[src/core/crcsd_pkg.sv]
// crcsd_pkg: constants and types of the crc engine with program memory scanner
// Contract
// watchdog counts whatever the scanner does; long scans can reach its timeout
// debug halt freezes the scanner until user execution resumes
// scan control and current address stay readable while halted
// external halt before a concurrent or triggered scan defers the scan
// pc breakpoint lets the pending scan cycle finish before debug entry
// data breakpoint postpones a scan requested in that cycle until debug exit; the code postpones only concurrent and triggered scans, not burst or peek
// single step lets a ready scan read flash before debug re-entry
// scan stalling a software breakpoint finishes before debug entry
// external halt suspends a burst; it resumes where it stopped
// burst started under breakpoint begins only at debug exit, then completes
// peek access lost to debug entry happens after debug exit
// crc enable releases the engine from reset; clear holds it idle
// crc run starts the serial shifter; zero stops it
// busy reads one while a word is pending or shifting
// zero augment set computes as if zeros were appended to data
// direction one shifts right lsb first; zero shifts left msb first
// full reads one until the held word moves into the shifter
// control 1 upper nibble is data length minus one
// control 1 lower nibble is polynomial length minus one
// writing the input low byte loads the word and starts processing
// result high write updates the accumulator; read returns it
// running scanner loads flash words whenever the engine needs one
// scanner waits for engine ready, which needs crc run, before fetching
// each step shifts one bit in and xors polynomial on feedback
// control 0 bits 3 and 2 read zero and ignore writes
package crcsd_pkg;
  // ==========================================================
  // register offsets
  localparam logic [3:0] OFS_CTRL0 = 4'h0;
  localparam logic [3:0] OFS_CTRL1 = 4'h1;
  localparam logic [3:0] OFS_INH = 4'h2;
  localparam logic [3:0] OFS_INL = 4'h3;
  localparam logic [3:0] OFS_RESH = 4'h4;
  localparam logic [3:0] OFS_RESL = 4'h5;
  localparam logic [3:0] OFS_XORH = 4'h6;
  localparam logic [3:0] OFS_XORL = 4'h7;
  localparam logic [3:0] OFS_SCTL = 4'h8;
  localparam logic [3:0] OFS_SCURL = 4'h9;
  localparam logic [3:0] OFS_SCURH = 4'hA;
  localparam logic [3:0] OFS_SENDL = 4'hB;
  localparam logic [3:0] OFS_SENDH = 4'hC;
  localparam logic [3:0] OFS_WDTCLR = 4'hD;
  // ==========================================================
  // field positions and reset values
  localparam int B_EN = 7;
  localparam int B_RUN = 6;
  localparam int B_AUG = 4;
  localparam int B_INTM = 3;
  localparam int B_DIR = 1;
  localparam logic [7:0] CTRL_RST = 8'h00;
  localparam logic [15:0] ACC_RST = 16'h0000;
  localparam int unsigned WDT_CYCLES_DEF = 65536;
  // ==========================================================
  // types
  typedef enum logic [1:0] {
    SCAN_CONC = 2'h0, SCAN_BURST = 2'h1, SCAN_PEEK = 2'h2, SCAN_TRIG = 2'h3
  } crcsd_mode_t;
  typedef struct packed {
    logic [3:0] addr;
    logic [7:0] wdata;
    logic wr;
    logic rd;
  } crcsd_bus_t;
  typedef struct packed {
    logic halted;
    logic ext_halt;
    logic pc_bp;
    logic data_bp;
    logic step;
    logic software_breakpoint;
    logic idle_cycle;
  } crcsd_dbg_t;
  typedef struct packed {
    logic en;
    logic run;
    logic augment;
    logic dir_right;
    logic [3:0] data_length_field;
    logic [3:0] poly_length_field;
    logic [15:0] poly;
  } crcsd_cfg_t;
endpackage

[src/core/crcsd_crc.sv]
// crcsd_crc: data holding register, serial shifter and accumulator
`timescale 1ns/100ps
module crcsd_crc (
  input wire logic clk,
  input wire logic rst_n,
  input wire crcsd_pkg::crcsd_cfg_t cfg,
  input wire logic load,
  input wire logic [15:0] load_word,
  input wire logic acc_wr_hi,
  input wire logic acc_wr_lo,
  input wire logic [7:0] acc_wdata,
  output logic [15:0] acc,
  output logic busy,
  output logic full,
  output logic ready
);
  import crcsd_pkg::*;
  logic [15:0] data_q, shift_q, acc_q;
  logic full_q, active_q, take, step, dbit;
  logic [3:0] cnt_q;

  function automatic logic [15:0] crc_step(logic [15:0] a, logic b, crcsd_cfg_t c);
    logic [15:0] mask;
    logic [15:0] nxt;
    logic fb;
    mask = 16'hFFFF >> (4'hF - c.poly_length_field);
    if (c.dir_right) begin
      fb = c.augment ? (a[0] ^ b) : a[0];
      nxt = (a & mask) >> 1;
      if (!c.augment) nxt[c.poly_length_field] = b;
    end else begin
      fb = c.augment ? (a[c.poly_length_field] ^ b) : a[c.poly_length_field];
      nxt = {a[14:0], c.augment ? 1'b0 : b};
    end
    crc_step = (nxt ^ (fb ? c.poly : 16'h0000)) & mask;
  endfunction

  assign take = cfg.en && cfg.run && full_q && !active_q;
  assign step = cfg.en && cfg.run && active_q;
  assign dbit = cfg.dir_right ? shift_q[0] : shift_q[cfg.data_length_field];
  assign acc = acc_q;
  assign busy = full_q || active_q;
  assign full = full_q;
  assign ready = cfg.en && cfg.run && !full_q;

  always_ff @(posedge clk) begin
    if (!rst_n || !cfg.en) begin
      full_q <= 1'b0;
      data_q <= 16'h0000;
    end else if (load) begin
      full_q <= 1'b1;
      data_q <= load_word;
    end else if (take) begin
      full_q <= 1'b0;
    end
  end

  always_ff @(posedge clk) begin
    if (!rst_n || !cfg.en) begin
      active_q <= 1'b0;
      cnt_q <= 4'h0;
      shift_q <= 16'h0000;
    end else if (take) begin
      active_q <= 1'b1;
      cnt_q <= cfg.data_length_field;
      shift_q <= data_q;
    end else if (step) begin
      shift_q <= cfg.dir_right ? (shift_q >> 1) : (shift_q << 1);
      cnt_q <= cnt_q - 4'h1;
      active_q <= (cnt_q != 4'h0);
    end
  end

  always_ff @(posedge clk) begin
    if (!rst_n) acc_q <= ACC_RST;
    else if (acc_wr_hi) acc_q[15:8] <= acc_wdata;
    else if (acc_wr_lo) acc_q[7:0] <= acc_wdata;
    else if (step) acc_q <= crc_step(acc_q, dbit, cfg);
  end
endmodule

[src/core/crcsd_scan.sv]
// crcsd_scan: scanner access sequencer with mode and debug gating
`timescale 1ns/100ps
module crcsd_scan (
  input wire logic clk,
  input wire logic rst_n,
  input wire logic active,
  input wire logic crc_ready,
  input wire logic trig_edge,
  input wire crcsd_pkg::crcsd_mode_t mode,
  input wire crcsd_pkg::crcsd_dbg_t dbg,
  output logic rd,
  output logic load,
  output logic busy,
  output logic stall,
  output logic hold
);
  import crcsd_pkg::*;
  typedef enum logic [1:0] {SC_IDLE, SC_FETCH, SC_LOAD} crcsd_sst_t;
  crcsd_sst_t st_q, st_d;
  logic rd_q, stall_q, hold_q, trig_q, allowed, issue;

  always_comb begin
    unique case (mode)
      SCAN_PEEK: allowed = dbg.idle_cycle;
      SCAN_BURST: allowed = !dbg.ext_halt;
      SCAN_TRIG: allowed = trig_q && !dbg.ext_halt && !dbg.data_bp;
      SCAN_CONC: allowed = !dbg.ext_halt && !dbg.data_bp;
    endcase
  end

  // pc breakpoint, single step and software breakpoint do not block a scan
  assign issue = active && crc_ready && allowed && !dbg.halted && (st_q == SC_IDLE);
  assign load = (st_q == SC_LOAD) && !dbg.halted;
  assign busy = (st_q != SC_IDLE) || (active && crc_ready);
  assign rd = rd_q;
  assign stall = stall_q;
  assign hold = hold_q;

  always_comb begin
    st_d = st_q;
    if (!dbg.halted) begin
      unique case (st_q)
        SC_IDLE: if (issue) st_d = SC_FETCH;
        SC_FETCH: st_d = SC_LOAD;
        SC_LOAD: st_d = SC_IDLE;
        default: st_d = SC_IDLE;
      endcase
    end
  end

  always_ff @(posedge clk) begin
    if (!rst_n) begin
      st_q <= SC_IDLE;
      rd_q <= 1'b0;
      hold_q <= 1'b0;
      stall_q <= 1'b0;
    end else begin
      st_q <= st_d;
      rd_q <= issue;
      hold_q <= (st_d != SC_IDLE);
      stall_q <= (st_d != SC_IDLE) || ((mode == SCAN_BURST) && active && !dbg.ext_halt
        && !dbg.halted);
    end
  end

  always_ff @(posedge clk) begin
    if (!rst_n) trig_q <= 1'b0;
    else if (trig_edge) trig_q <= 1'b1;
    else if (issue && (mode == SCAN_TRIG)) trig_q <= 1'b0;
  end
endmodule

[src/core/crcsd_top.sv]
// crcsd_top: crc engine with program memory scanner, debug freeze and watchdog
`timescale 1ns/100ps
module crcsd_top #(
  parameter int unsigned WDT_CYCLES = crcsd_pkg::WDT_CYCLES_DEF
) (
  input wire logic MCLK,
  input wire logic NRST,
  input wire crcsd_pkg::crcsd_bus_t REG_BUS,
  output logic [7:0] RDATA,
  output logic FLASH_RD,
  output logic [15:0] FLASH_ADDR,
  input wire logic [15:0] FLASH_DATA,
  input wire crcsd_pkg::crcsd_dbg_t DBG,
  input wire logic SCAN_TRIGGER,
  output logic CPU_STALL,
  output logic DBG_ENTRY_HOLD,
  output logic WDT_RESET
);
  import crcsd_pkg::*;

  localparam int WDT_W = $clog2(WDT_CYCLES);
  localparam logic [WDT_W-1:0] WDT_LAST = WDT_W'(WDT_CYCLES - 1);

  // ==========================================================
  // state
  logic crc_en_q;
  logic crc_run_q;
  logic aug_q;
  logic dir_q;
  logic [3:0] data_length_field_q;
  logic [3:0] poly_length_field_q;
  logic [7:0] in_high_q;
  logic [7:0] in_low_q;
  logic [15:1] xor_q;
  logic scan_en_q;
  logic scan_run_q;
  logic intm_q;
  crcsd_mode_t mode_q;
  logic [15:0] scan_cur_q;
  logic [15:0] scan_end_q;
  logic [WDT_W-1:0] wdt_cnt_q;
  logic wdt_rst_q;
  logic [7:0] rdata_q;
  logic [7:0] rd_mux;
  logic trig_s1_q;
  logic trig_s2_q;
  logic trig_s3_q;

  // ==========================================================
  // wires
  crcsd_cfg_t cfg;
  logic [15:0] crc_acc;
  logic crc_busy;
  logic crc_full;
  logic crc_ready;
  logic scan_rd;
  logic scan_load;
  logic scan_busy;
  logic scan_stall;
  logic scan_hold;
  logic scan_active;
  logic scan_invalid;
  logic scan_last;
  logic trig_edge;
  logic crc_load;
  logic [15:0] crc_word;

  // ==========================================================
  // bus decode
  function automatic logic wr_hit(crcsd_bus_t b, logic [3:0] ofs);
    wr_hit = b.wr && (b.addr == ofs);
  endfunction

  function automatic logic rd_hit(crcsd_bus_t b, logic [3:0] ofs);
    rd_hit = b.rd && (b.addr == ofs);
  endfunction

  // ==========================================================
  // crc control registers
  always_ff @(posedge MCLK) begin
    if (!NRST) begin
      crc_en_q <= CTRL_RST[B_EN];
      crc_run_q <= CTRL_RST[B_RUN];
      aug_q <= CTRL_RST[B_AUG];
      dir_q <= CTRL_RST[B_DIR];
    end else if (wr_hit(REG_BUS, OFS_CTRL0)) begin
      crc_en_q <= REG_BUS.wdata[B_EN];
      crc_run_q <= REG_BUS.wdata[B_RUN];
      aug_q <= REG_BUS.wdata[B_AUG];
      dir_q <= REG_BUS.wdata[B_DIR];
    end
  end

  always_ff @(posedge MCLK) begin
    if (!NRST) begin
      data_length_field_q <= CTRL_RST[7:4];
      poly_length_field_q <= CTRL_RST[3:0];
    end else if (wr_hit(REG_BUS, OFS_CTRL1)) begin
      data_length_field_q <= REG_BUS.wdata[7:4];
      poly_length_field_q <= REG_BUS.wdata[3:0];
    end
  end

  always_ff @(posedge MCLK) begin
    if (!NRST) begin
      xor_q <= 15'h0000;
    end else if (wr_hit(REG_BUS, OFS_XORH)) begin
      xor_q[15:8] <= REG_BUS.wdata;
    end else if (wr_hit(REG_BUS, OFS_XORL)) begin
      xor_q[7:1] <= REG_BUS.wdata[7:1];
    end
  end

  // ==========================================================
  // input word registers, fed by software or the scanner
  always_ff @(posedge MCLK) begin
    if (!NRST) begin
      in_high_q <= 8'h00;
      in_low_q <= 8'h00;
    end else if (scan_load) begin
      in_high_q <= FLASH_DATA[15:8];
      in_low_q <= FLASH_DATA[7:0];
    end else if (wr_hit(REG_BUS, OFS_INH)) begin
      in_high_q <= REG_BUS.wdata;
    end else if (wr_hit(REG_BUS, OFS_INL)) begin
      in_low_q <= REG_BUS.wdata;
    end
  end

  assign crc_load = scan_load || wr_hit(REG_BUS, OFS_INL);
  assign crc_word = scan_load ? FLASH_DATA : {in_high_q, REG_BUS.wdata};

  assign cfg.en = crc_en_q;
  assign cfg.run = crc_run_q;
  assign cfg.augment = aug_q;
  assign cfg.dir_right = dir_q;
  assign cfg.data_length_field = data_length_field_q;
  assign cfg.poly_length_field = poly_length_field_q;
  assign cfg.poly = {xor_q, 1'b1};

  crcsd_crc u_crc (
    .clk(MCLK),
    .rst_n(NRST),
    .cfg(cfg),
    .load(crc_load),
    .load_word(crc_word),
    .acc_wr_hi(wr_hit(REG_BUS, OFS_RESH)),
    .acc_wr_lo(wr_hit(REG_BUS, OFS_RESL)),
    .acc_wdata(REG_BUS.wdata),
    .acc(crc_acc),
    .busy(crc_busy),
    .full(crc_full),
    .ready(crc_ready)
  );

  // ==========================================================
  // scanner control and addresses
  assign scan_invalid = scan_cur_q > scan_end_q;
  assign scan_last = scan_cur_q >= scan_end_q;
  assign scan_active = scan_en_q && scan_run_q && !scan_invalid;

  always_ff @(posedge MCLK) begin
    if (!NRST) begin
      scan_en_q <= 1'b0;
      intm_q <= 1'b0;
      mode_q <= SCAN_CONC;
    end else if (wr_hit(REG_BUS, OFS_SCTL)) begin
      scan_en_q <= REG_BUS.wdata[B_EN];
      intm_q <= REG_BUS.wdata[B_INTM];
      mode_q <= crcsd_mode_t'(REG_BUS.wdata[1:0]);
    end
  end

  always_ff @(posedge MCLK) begin
    if (!NRST) scan_run_q <= 1'b0;
    else if (wr_hit(REG_BUS, OFS_SCTL)) scan_run_q <= REG_BUS.wdata[B_RUN];
    else if (scan_load && scan_last) scan_run_q <= 1'b0;
  end

  always_ff @(posedge MCLK) begin
    if (!NRST) begin
      scan_cur_q <= 16'h0000;
    end else if (scan_load) begin
      scan_cur_q <= scan_cur_q + 16'h0001;
    end else if (!scan_run_q && wr_hit(REG_BUS, OFS_SCURL)) begin
      scan_cur_q[7:0] <= REG_BUS.wdata;
    end else if (!scan_run_q && wr_hit(REG_BUS, OFS_SCURH)) begin
      scan_cur_q[15:8] <= REG_BUS.wdata;
    end
  end

  always_ff @(posedge MCLK) begin
    if (!NRST) begin
      scan_end_q <= 16'h0000;
    end else if (wr_hit(REG_BUS, OFS_SENDL)) begin
      scan_end_q[7:0] <= REG_BUS.wdata;
    end else if (wr_hit(REG_BUS, OFS_SENDH)) begin
      scan_end_q[15:8] <= REG_BUS.wdata;
    end
  end

  // trigger comes from another clock: two stages, then edge detect
  always_ff @(posedge MCLK) begin
    if (!NRST) begin
      trig_s1_q <= 1'b0;
      trig_s2_q <= 1'b0;
      trig_s3_q <= 1'b0;
    end else begin
      trig_s1_q <= SCAN_TRIGGER;
      trig_s2_q <= trig_s1_q;
      trig_s3_q <= trig_s2_q;
    end
  end

  assign trig_edge = trig_s2_q && !trig_s3_q;

  crcsd_scan u_scan (
    .clk(MCLK),
    .rst_n(NRST),
    .active(scan_active),
    .crc_ready(crc_ready),
    .trig_edge(trig_edge),
    .mode(mode_q),
    .dbg(DBG),
    .rd(scan_rd),
    .load(scan_load),
    .busy(scan_busy),
    .stall(scan_stall),
    .hold(scan_hold)
  );

  // ==========================================================
  // watchdog, independent of the scanner
  always_ff @(posedge MCLK) begin
    if (!NRST) begin
      wdt_cnt_q <= '0;
      wdt_rst_q <= 1'b0;
    end else begin
      wdt_rst_q <= (wdt_cnt_q == WDT_LAST) && !wr_hit(REG_BUS, OFS_WDTCLR);
      if (wr_hit(REG_BUS, OFS_WDTCLR) || (wdt_cnt_q == WDT_LAST)) begin
        wdt_cnt_q <= '0;
      end else begin
        wdt_cnt_q <= wdt_cnt_q + WDT_W'(1);
      end
    end
  end

  // ==========================================================
  // read path, data one cycle after the strobe
  always_comb begin
    unique case (REG_BUS.addr)
      OFS_CTRL0: rd_mux = {crc_en_q, crc_run_q, crc_busy, aug_q, 2'b00, dir_q, crc_full};
      OFS_CTRL1: rd_mux = {data_length_field_q, poly_length_field_q};
      OFS_INH: rd_mux = in_high_q;
      OFS_INL: rd_mux = in_low_q;
      OFS_RESH: rd_mux = crc_acc[15:8];
      OFS_RESL: rd_mux = crc_acc[7:0];
      OFS_XORH: rd_mux = xor_q[15:8];
      OFS_XORL: rd_mux = {xor_q[7:1], 1'b0};
      OFS_SCTL: rd_mux = {scan_en_q, scan_run_q, scan_busy, scan_invalid, intm_q, 1'b0,
        mode_q};
      OFS_SCURL: rd_mux = scan_cur_q[7:0];
      OFS_SCURH: rd_mux = scan_cur_q[15:8];
      OFS_SENDL: rd_mux = scan_end_q[7:0];
      OFS_SENDH: rd_mux = scan_end_q[15:8];
      default: rd_mux = 8'h00;
    endcase
  end

  always_ff @(posedge MCLK) begin
    if (!NRST) rdata_q <= 8'h00;
    else rdata_q <= REG_BUS.rd ? rd_mux : 8'h00;
  end

  assign RDATA = rdata_q;
  assign FLASH_RD = scan_rd;
  assign FLASH_ADDR = scan_cur_q;
  assign CPU_STALL = scan_stall;
  assign DBG_ENTRY_HOLD = scan_hold;
  assign WDT_RESET = wdt_rst_q;
endmodule

[config.mk]
export PLATFORM = sky130hd
export DESIGN_NAME = crcsd_top
export DESIGN_NICKNAME = d
export VERILOG_FILES = /design/src/core/crcsd_pkg.sv /design/src/core/crcsd_crc.sv /design/src/core/crcsd_scan.sv /design/src/core/crcsd_top.sv
export SDC_FILE = /design/constraint.sdc
export NUM_CORES = 1
export LEC_CHECK = 0
export BUFFER_PORTS_ARGS = -buffer_cell sky130_fd_sc_hd__buf_4
export CAP_MARGIN = 20
export CORE_AREA = 2 2 183 185
export DETAILED_ROUTE_END_ITERATION = 12
export DIE_AREA = 0 0 185 187
export PLACE_DENSITY = 0.43
export RECOVER_POWER = 25
export SLEW_MARGIN = 5
export SYNTH_ARGS = -nofsm -noshare
export SYNTH_HDL_FRONTEND = slang
export SYNTH_SLANG_ARGS = --single-unit
[constraint.sdc]
create_clock -name MCLK -period 8.5 [get_ports MCLK]
set_clock_uncertainty 0.05 [all_clocks]
set_input_delay 2.55 -clock MCLK [delete_from_list [all_inputs] [get_ports MCLK]]
set_output_delay 2.55 -clock MCLK [all_outputs]
set_load 0.01 [all_outputs]
After elaboration in Yosys (flattened, before gate mapping)
Cells that the tools add are included.
{ "totals": {"register_bits": 168, "latchBits": 0, "mem_bits_rw": 0, "romBits": 0, "input_bits": 40, "elab_cells": 212, "mem_count": 0} }
{ "classes": {"add_sub_neg": 4, "mul": 0, "n_div": 0, "order_cmp": 5, "n_eq_ne": 22, "shifts": 1, "n_mux": 55, "bitwise_logic": 9, "reduce_logical": 80} }
{ "op_table": {"columns": ["cell", "count"], "rows": [
  ["two-way mux 16 bit", 13],
  ["one-hot mux 8 bit (13 select lines)", 1],
  ["two-way mux 8 bit", 11],
  ["logical AND 1 bit", 39],
  ["adder 16 x 1 -> 16 bit (second input constant)", 2],
  ["AND 16 bit", 2],
  ["equality test 4 bit (second input constant)", 6],
  ["nonzero test 2 bit", 12],
  ["two-way mux 1 bit", 20],
  ["bitwise mux 16 bit", 1],
  ["equality test 16 bit (second input constant)", 1],
  ["equality test 4 x 3 -> 1 bit (second input constant)", 4],
  [">= comparator 16 bit", 1],
  ["greater-than comparator 16 bit", 1],
  ["right shift 16 x 4 -> 16 bit (first input constant)", 1],
  ["XOR 16 bit", 1],
  ["AND reduction 2 bit", 7],
  ["zero test 1 bit", 11],
  ["< comparator 4 x 5 -> 1 bit (second input constant)", 2],
  ["binary-select mux 1 bit (select 4 bit)", 2],
  ["equality test 4 x 2 -> 1 bit (second input constant)", 2],
  ["two-way mux 4 bit", 2],
  ["equality test 2 bit (second input constant)", 3],
  ["logical OR 1 bit", 6],
  ["17 further kinds", 25]
]} }

Depth between registers and ports, before layout
Gate-level depths: netlist (run 1).
{ "logic_depth": {"depth_word": 16, "ltp_mapped": 11, "ltp_nobuf": 10} }

Modules after synthesis
From an unflattened synthesis (run 1), not the netlist that was laid out.
{ "unflattened": {"cells_unflattened": 1190, "area_unflattened_um2": 9919.5} }
{ "modules_own_cells": {"columns": ["mod", "instances", "cells_each", "area_each_um2", "seq_area_each_um2"], "rows": [
  ["crcsd_top", 1, 685, 5964.5, 2162.1],
  ["crcsd_crc", 1, 470, 3607.2, 1081.0],
  ["crcsd_scan", 1, 35, 347.8, 120.1]
]} }

Worst setup path before layout (run 1)
Ideal clock, no wire load.
{ "synth_path": {"path_type": "input to register", "from": "input port REG_BUS[12] (netlist name)", "to": "register u_crc.acc_q[12], in the netlist u_crc.acc[12]", "t_arrival_ps": 4406, "t_required_ps": 8376, "setup_slack_ps": 3970, "cell_stages": 10, "path_buffers": 3, "cell_sequence": "clkbuf_1 -> nor2b_1 -> clkbuf_1 -> nand2_1 -> clkbuf_1 -> nor3_1 -> nand2_1 -> o211ai_1 -> o211ai_1 -> a31oi_1"} }
{ "synth_between": {"elab_chain_cells": 4, "elab_cells_between_ends": 8} }
{ "synth_rtl": {"columns": ["item", "line_no", "text"], "rows": [
  ["start, declared", "crcsd_top.sv:8", "input wire crcsd_pkg::crcsd_bus_t REG_BUS,"],
  ["equality test 4 x 3 -> 1 bit", "crcsd_top.sv:71", "wr_hit = b.wr && (b.addr == ofs);"],
  ["logical AND 1 bit", "crcsd_top.sv:71", null],
  ["!= test 2 x 1 -> 1 bit (no source line) / nonzero test 2 bit (equally long branches)", null, null],
  ["AND reduction 2 bit (no source line)", null, null],
  ["end signal, assigned", "crcsd_crc.sv:76", "else if (acc_wr_hi) acc_q[15:8] <= acc_wdata;"],
  ["end signal, assigned", "crcsd_crc.sv:78", "else if (step) acc_q <= crc_step(acc_q, dbit, cfg);"],
  ["end, declared", "crcsd_crc.sv:18", "logic [15:0] data_q, shift_q, acc_q;"]
]} }
Parallel ways exist; a longest one is shown, timed or not.
A chain may end at the register's enable or synchronous reset.

Worst setup path in the final report (run 1)
{ "layout_path": {"from": "input port NRST", "to": "register rdata_q[4], in the netlist RDATA[4]"} }
{ "layout_between": {"elab_chain_cells": 1} }
{ "layout_rtl": {"columns": ["item", "line_no", "text"], "rows": [
  ["start, declared", "crcsd_top.sv:7", "input wire logic NRST,"],
  ["AND reduction 2 bit (no source line)", null, null],
  ["end signal, assigned", "crcsd_top.sv:272", "else rdata_q <= REG_BUS.rd ? rd_mux : 8'h00;"],
  ["end, declared", "crcsd_top.sv:43", "logic [7:0] rdata_q;"]
]} }
Every way passes these cells.

==> results.md, run 1 <==
- Synth warn: 0
- Ports: 68
- Most common cell after layout, fill and taps aside: nand2_1
- Flop2flop setup slack: 5.39 ns
- Pwr dens: 160.8 nW/um2
- Crit path arrival time: 6.14 ns
- Mapped Area: 9697 um2
- Total GRT Usage: 0.2120
- Worst r2r src: poly_length_field_q[2]$_SDFFE_PN0P_
- Placed inst area: 10500 um2
- Final setup TNS: 0 ns
- Area grow syn2layout: 13.50%
- Via count: 9292
- Final Max Tran Viols: 59
- Die W: 185 um
- Startpoint Class: input port
- Kind of critical path: input port to flop
- H-tree Lvls: 4
- Commonest register cell after synthesis: dfxtp_1
- Avg Inst Size Synth: 7.702 um2
- Status: complete, but fails checks
- Vias in the first global route: 8805
- Drt first-iter violations: 757
- Final HPWL DP: 24680 um
- Max Clk Rate: 170.4 MHz
- DR WL/cell: 20.93 um
- Detailed-route wire length: 36070 um
- Skew-Pair Late Insertion Delay: 0.47 ns
- Layout cells sized above 1: 0.08627
- Crit-path max cell delay: 1.82 ns
- Hold Path Class: flop to flop
- Initial Util: 0.2951
- Post-synth EDFFs: 0
- Drt via density: 5.393
- RSZ-0062 raised after global routing: false
- Sw frac: 0.2692
- Final hold violations: 0
- Most frequent cells in the layout: nand2_1, dfxtp_1, nor2_1
- Crit path launch: NRST
- Post-synthesis sequential area ratio: 0.3468
- Pin count of the biggest net entering global routing: 59
- Met3 Use GR: 0.03914
- Reg2reg path depth: 9
- Min-Delay Path Depth: 1
- Psw: 476.4 uW
- PortBufs: 64
- GPL Wtd Cong: 0.8744
- VDD IR max: 120.3 uV
- Hold endpoint: trig_s2_q$_SDFF_PN0_
- CP Max Fanout: 58
- Met1 layer usage reported by global route: 0.2791
- Hold buffer count at cts: 0
- Drc violations: 0
- Die Ht: 187 um
- Hold Crit Start: trig_s1_q$_SDFF_PN0_
- Post-synthesis cell count: 1259
- Core footprint: 32860 um2
- Final setup fails: 0
- Crit path time final: 5.868 ns
- Initial antenna violation count: 1
- CTS clk-pin slew, worst paths: 0.07 ns
- Logic pwr share: 0.079
- Final total power: 1770 uW
- Max cap viols: 1
- Clock Sinks: 168
- First-pass DRT Iterations: 5
- Failing checks: max-capacitance violations, max-slew violations
- Slowest-stage cell, CP: clkbuf_1
- Net count reported at finish: 1327
- Tightest Pin Transition: 2.634 ns
- Post-route antenna net violation count: 0
- Std cell rows: 67
- Total gr overflow: 0
- Tcrit/Tclk final: 0.6904
- Post-CTS setup repair buffer count: 0
- Busiest grt layer: met2
- Max clock buf depth: 2
- Clk root buf: clkbuf_16
- Reg-to-reg endpoint: u_crc.acc[11]$_SDFFE_PN0P_
- Library cells used by synthesis: 58
- Data required, critical path: 8.77 ns
- Crit. End Element: flop
- CTS Buf Count: 17
- First-pass GRT wire length: 55100 um
- TritonCTS clock tree: built
- Seq pwr share: 0.458
- ANT cells: 0
- Post-synthesis async set-or-reset flop share: 0
- Mapped Nets: 1323
- Post-synthesis register bit count: 168
- Worst slew margin: -0.7560
- Clk pwr share: 0.463
- Die ar.: 34600 um2
- CTS resizes: 0
- Pint: 1293 uW
- Crit-path cells: clkbuf_1, buf_4, o211ai_1, a31oi_1
- Leakage: 0.003838 uW
- Post-Layout Inst Area: 11010 um2
- Met2 Use GR: 0.3405
==> worst max-delay path by stage <==
stage	endpoint	slack [ns]	cells past startpoint
5_1_grt	u_crc.data_q[15]$_SDFFE_PP0P_	2.28	4
6_report	RDATA[4]$_SDFF_PN0_	2.63	4
3_3_place_gp	RDATA[5]$_SDFF_PN0_	3.25	8
3_5_place_dp	RDATA[5]$_SDFF_PN0_	3.23	8
2_1_floorplan	u_crc.acc[12]$_SDFFE_PN0P_	3.97	10
4_1_cts	RDATA[5]$_SDFF_PN0_	3.73	8
==> state kept, by name (all words and copies together) (netlist names), 2 cells and up <==
signal / flops
FLASH_ADDR: 16
scan_end_q: 16
u_crc.acc: 16
u_crc.data_q: 16
u_crc.shift_q: 16
wdt_cnt_q: 16
xor_q: 15
RDATA: 8
in_high_q: 8
in_low_q: 8
data_length_field_q: 4
poly_length_field_q: 4
u_crc.cnt_q: 4
mode_q: 2
u_scan.st_q: 2
==> layer usage <==
layer	wire, um	up-vias
li1	-	4513
met1	16010	4437
met2	17030	282
met3	1814	60
met4	1212	0
met5	0	-
==> metrics by stage <==
step                instances  hold WS (ns)  setup WS, ns    util
detailed placement       1692        0.3688         3.231  0.3194
CTS                      1723        0.3874         3.727  0.3378
global route             1723        0.3943         2.281  0.3349
floorplan                1259        0.3619         3.970       -
global placement         1692        0.3700         3.253  0.3194
finish                   1723        0.3853         2.632  0.3349
==> synth_stat cells (all sizes together), types with 9 or more instances <==
| cell | n | area [um2] |
|---|---|---|
| nand2 | 188 | 705.7 |
| dfxtp | 168 | 3363 |
| nor2 | 117 | 439.2 |
| clkbuf | 87 | 326.6 |
| a21oi | 79 | 395.4 |
| o21ai | 72 | 360.3 |
| nand3 | 63 | 315.3 |
| mux2i | 46 | 460.4 |
| nor2b | 39 | 244.0 |
| inv | 31 | 116.4 |
| a21boi | 30 | 225.2 |
| o211ai | 26 | 195.2 |
| ha | 24 | 300.3 |
| nor3 | 23 | 115.1 |
| a31oi | 21 | 131.4 |
| and3 | 20 | 125.1 |
| and2 | 15 | 93.84 |
| xnor2 | 14 | 122.6 |
| mux2 | 13 | 146.4 |
| a311oi | 12 | 105.1 |
| xor2 | 12 | 105.1 |
| a22oi | 11 | 82.58 |
| nand2b | 11 | 68.82 |
| buf | 10 | 52.55 |
| o211a | 10 | 100.1 |
| o221ai | 9 | 78.83 |
==> power groups by stage <==
stage	sequential, uW	combinational (uW)	clock [uW]
after floorplan	822	85.9	0
after global placement	828	141	0
after detailed placement	828	141	0
after CTS	810	141	840
after global routing	811	152	875
final	810	140	820
==> kinds of logic after synthesis <==
kind of cell,synth area share
muxes,0.07497
xor gates and xnor gates,0.02348
buffers and inverters,0.05110
adders and majority gates,0.03097
and+or+nand+nor,0.2445
AOI/OAI and AO/OA,0.2281
DFF,0.3468
==> worst max-delay path: cells and delay by family <==
family	cells	cell delay, ns
AOI/OAI and AO/OA	2	1.01
buffers and inverters	2	2.54
==> layout make-up <==
type	count	area [um2]
Fill cell	3597	21860
Multi-Input combinational cell	963	5841
Sequential cell	168	3363
Tap cell	448	560.5
Timing Repair Buffer	82	521.8
Clock buffer	18	439.2
Clock inverter	13	163.9
Inverter	31	116.4
No activity file was read; power rests on OpenSTA's default activity.
==> run 2: changes to the inputs <==
- clock period: 8.5 -> 5.84 ns (I/O delays scaled with it)
==> run 2 against run 1 <==
- the run still ends with max-capacitance violations, max-slew violations left
- worst hold slack worse by 0.0031 ns
- via count is 0.34% higher
- global-route usage is 0.069 points higher
- non-clock buffer count is 3 higher
- clock-buffer cell count stayed put
- sequential share of layout area is 0.21 points lower
- flip-flop and latch count stayed put
- critical path type unchanged
- largest cell class unchanged
==> results.md, run 2 (same netlist as run 1, synthesis figures left out) <==
- Post-route antenna net violation count: 0 (unchanged)
- Max cap viols: 2 (+1)
- Pint: 1849 uW (+43%)
- Die W: 185 um (unchanged)
- Final setup fails: 0 (unchanged)
- CTS resizes: 0 (unchanged)
- Startpoint Class: input port
- Final total power: 2564 uW (+45%)
- CP Max Fanout: 59 (+1.7%)
- Via count: 9324 (+0.34%)
- First-pass GRT wire length: 55360 um (+0.48%)
- Drt via density: 5.399 (+0.11%)
- Crit path arrival time: 4.48 ns (-1.66 ns)
- PortBufs: 64 (unchanged)
- VDD IR max: 205.1 uV (+71%)
- Initial Util: 0.2951 (unchanged)
- Net count reported at finish: 1330 (+0.23%)
- Std cell rows: 67 (unchanged)
- Final HPWL DP: 25160 um (+1.9%)
- H-tree Lvls: 4 (unchanged)
- Clock Sinks: 168 (unchanged)
- Max clock buf depth: 2 (unchanged)
- Tightest Pin Transition: 2.185 ns (-0.4489 ns)
- Final Max Tran Viols: 87 (+47%)
- Logic pwr share: 0.080 (about the same)
- TritonCTS clock tree: built
- Hold buffer count at cts: 0 (unchanged)
- Layout cells sized above 1: 0.09617 (+0.009894)
- Kind of critical path: input port to flop
- ANT cells: 0 (unchanged)
- Failing checks: max-capacitance violations, max-slew violations
- Crit path time final: 4.160 ns
- Skew-Pair Late Insertion Delay: 0.47 ns (about the same)
- First-pass DRT Iterations: 5 (unchanged)
- CTS Buf Count: 17 (unchanged)
- RSZ-0062 raised after global routing: false
- GPL Wtd Cong: 0.8799 (+0.63%)
- Core footprint: 32860 um2 (unchanged)
- Ports: 68 (unchanged)
- Sw frac: 0.2789 (+0.009690)
- Hold Path Class: flop to flop
- Status: complete, but fails checks
- Seq pwr share: 0.460 (+0.002)
- Post-layout util: 0.3372 (+0.002285)
- Final hold violations: 0 (unchanged)
- Max Clk Rate: 240.4 MHz
- Area grow syn2layout: 14.27%
- Most common cell after layout, fill and taps aside: nand2_1
- Fin Hold WS: 0.3822 ns (-0.003110 ns)
- Leakage: 0.003899 uW (+1.6%)
- Total GRT Usage: 0.2127 (+0.0006948)
- DR WL/cell: 21.08 um (+0.71%)
- Vias in the first global route: 8918 (+1.3%)
- Final setup TNS: 0 ns (unchanged)
- Die ar.: 34600 um2 (unchanged)
- Die Ht: 187 um (unchanged)
- Crit. End Element: flop
- Post-CTS setup repair buffer count: 0 (unchanged)
- CTS clk-pin slew, worst paths: 0.08 ns (about the same)
- Total gr overflow: 0 (unchanged)
- Worst slew margin: -0.4568 (+0.2993)
- Drc violations: 0 (unchanged)
- Clk pwr share: 0.460 (-0.003)
- Pin count of the biggest net entering global routing: 60 (+1.7%)
- Most frequent cells in the layout: nand2_1, dfxtp_1, nor2_1
- Drt first-iter violations: 712 (-5.9%)
- Data required, critical path: 6.16 ns (-2.61 ns)
- Filler cells: 3574 (-0.64%)
- Detailed-route wire length: 36410 um (+0.95%)
- Clk root buf: clkbuf_16
- Psw: 715.1 uW (+50%)
- Pwr dens: 231.4 nW/um2 (+44%)
- Initial antenna violation count: 0 (-1)
- Tcrit/Tclk final: 0.7123
-- run 2: changes by cell type in the layout (fill, tap and decap cells not counted) --
cell	before	now
and2_0	1	3
and2_1	14	12
buf_16	0	1
buf_4	57	69
bufinv_16	2	1
clkbuf_1	25	15
clkinv_4	2	3
clkinv_8	1	2
inv_6	5	4
inv_8	1	2
nand2_1	187	188
nand2_2	1	0
-- run 2: final cells by class --
cell class | count | area, um2 | area share
multi-input cells | 963 | 5838 | 0.5269
repair buffers | 85 | 601.8 | 0.05431
clock inverters | 14 | 161.4 | 0.01457
well taps | 448 | 560.5 | 0.05059
clock buffers | 18 | 439.2 | 0.03963
inverters | 31 | 116.4 | 0.01050
flip-flops and latches | 168 | 3363 | 0.3035
-- run 2: final timing paths --
check,end,start,slack [ns],cells past startpoint
max,FLASH_ADDR[9]$_SDFFE_PN0P_,NRST,1.68,4
min,trig_s2_q$_SDFF_PN0_,trig_s1_q$_SDFF_PN0_,0.38,1
max reg2reg,u_crc.acc[11]$_SDFFE_PN0P_,poly_length_field_q[2]$_SDFFE_PN0P_,2.66,9
min reg2reg,trig_s2_q$_SDFF_PN0_,trig_s1_q$_SDFF_PN0_,0.38,1
-- run 2: per-stage QoR --
stage	cells	area [um2]	setup slack (ns)
3_5_place_dp	1694	10510	1.289
2_1_floorplan	1259	9697	2.108
3_3_place_gp	1694	10510	1.357
5_1_grt	1727	11080	1.373
4_1_cts	1726	11110	1.802
6_report	1727	11080	1.680
-- run 2: power by group through the flow --
stage,clock (uW),combinational (uW),sequential (uW)
6_report,1180,204,1180
5_1_grt,1250,222,1180
4_1_cts,1200,205,1180
3_3_place_gp,0,204,1210
3_5_place_dp,0,204,1210
2_1_floorplan,0,125,1200
-- run 2: layer usage --
| metal | global-route usage | vias up | routed length (um) |
|---|---|---|---|
| li1 | - | 4516 | - |
| met1 | 0.2810 | 4493 | 16270 |
| met2 | 0.3443 | 255 | 17260 |
| met3 | 0.02882 | 60 | 1553 |
| met4 | 0.09493 | 0 | 1329 |
| met5 | 0 | - | 0 |
-- run 2: worst max-delay path: stages --
cell and delay [ns]:
buf_4 0.47, clkbuf_1 1.61, o21ai_0 0.28, a311oi_1 0.33
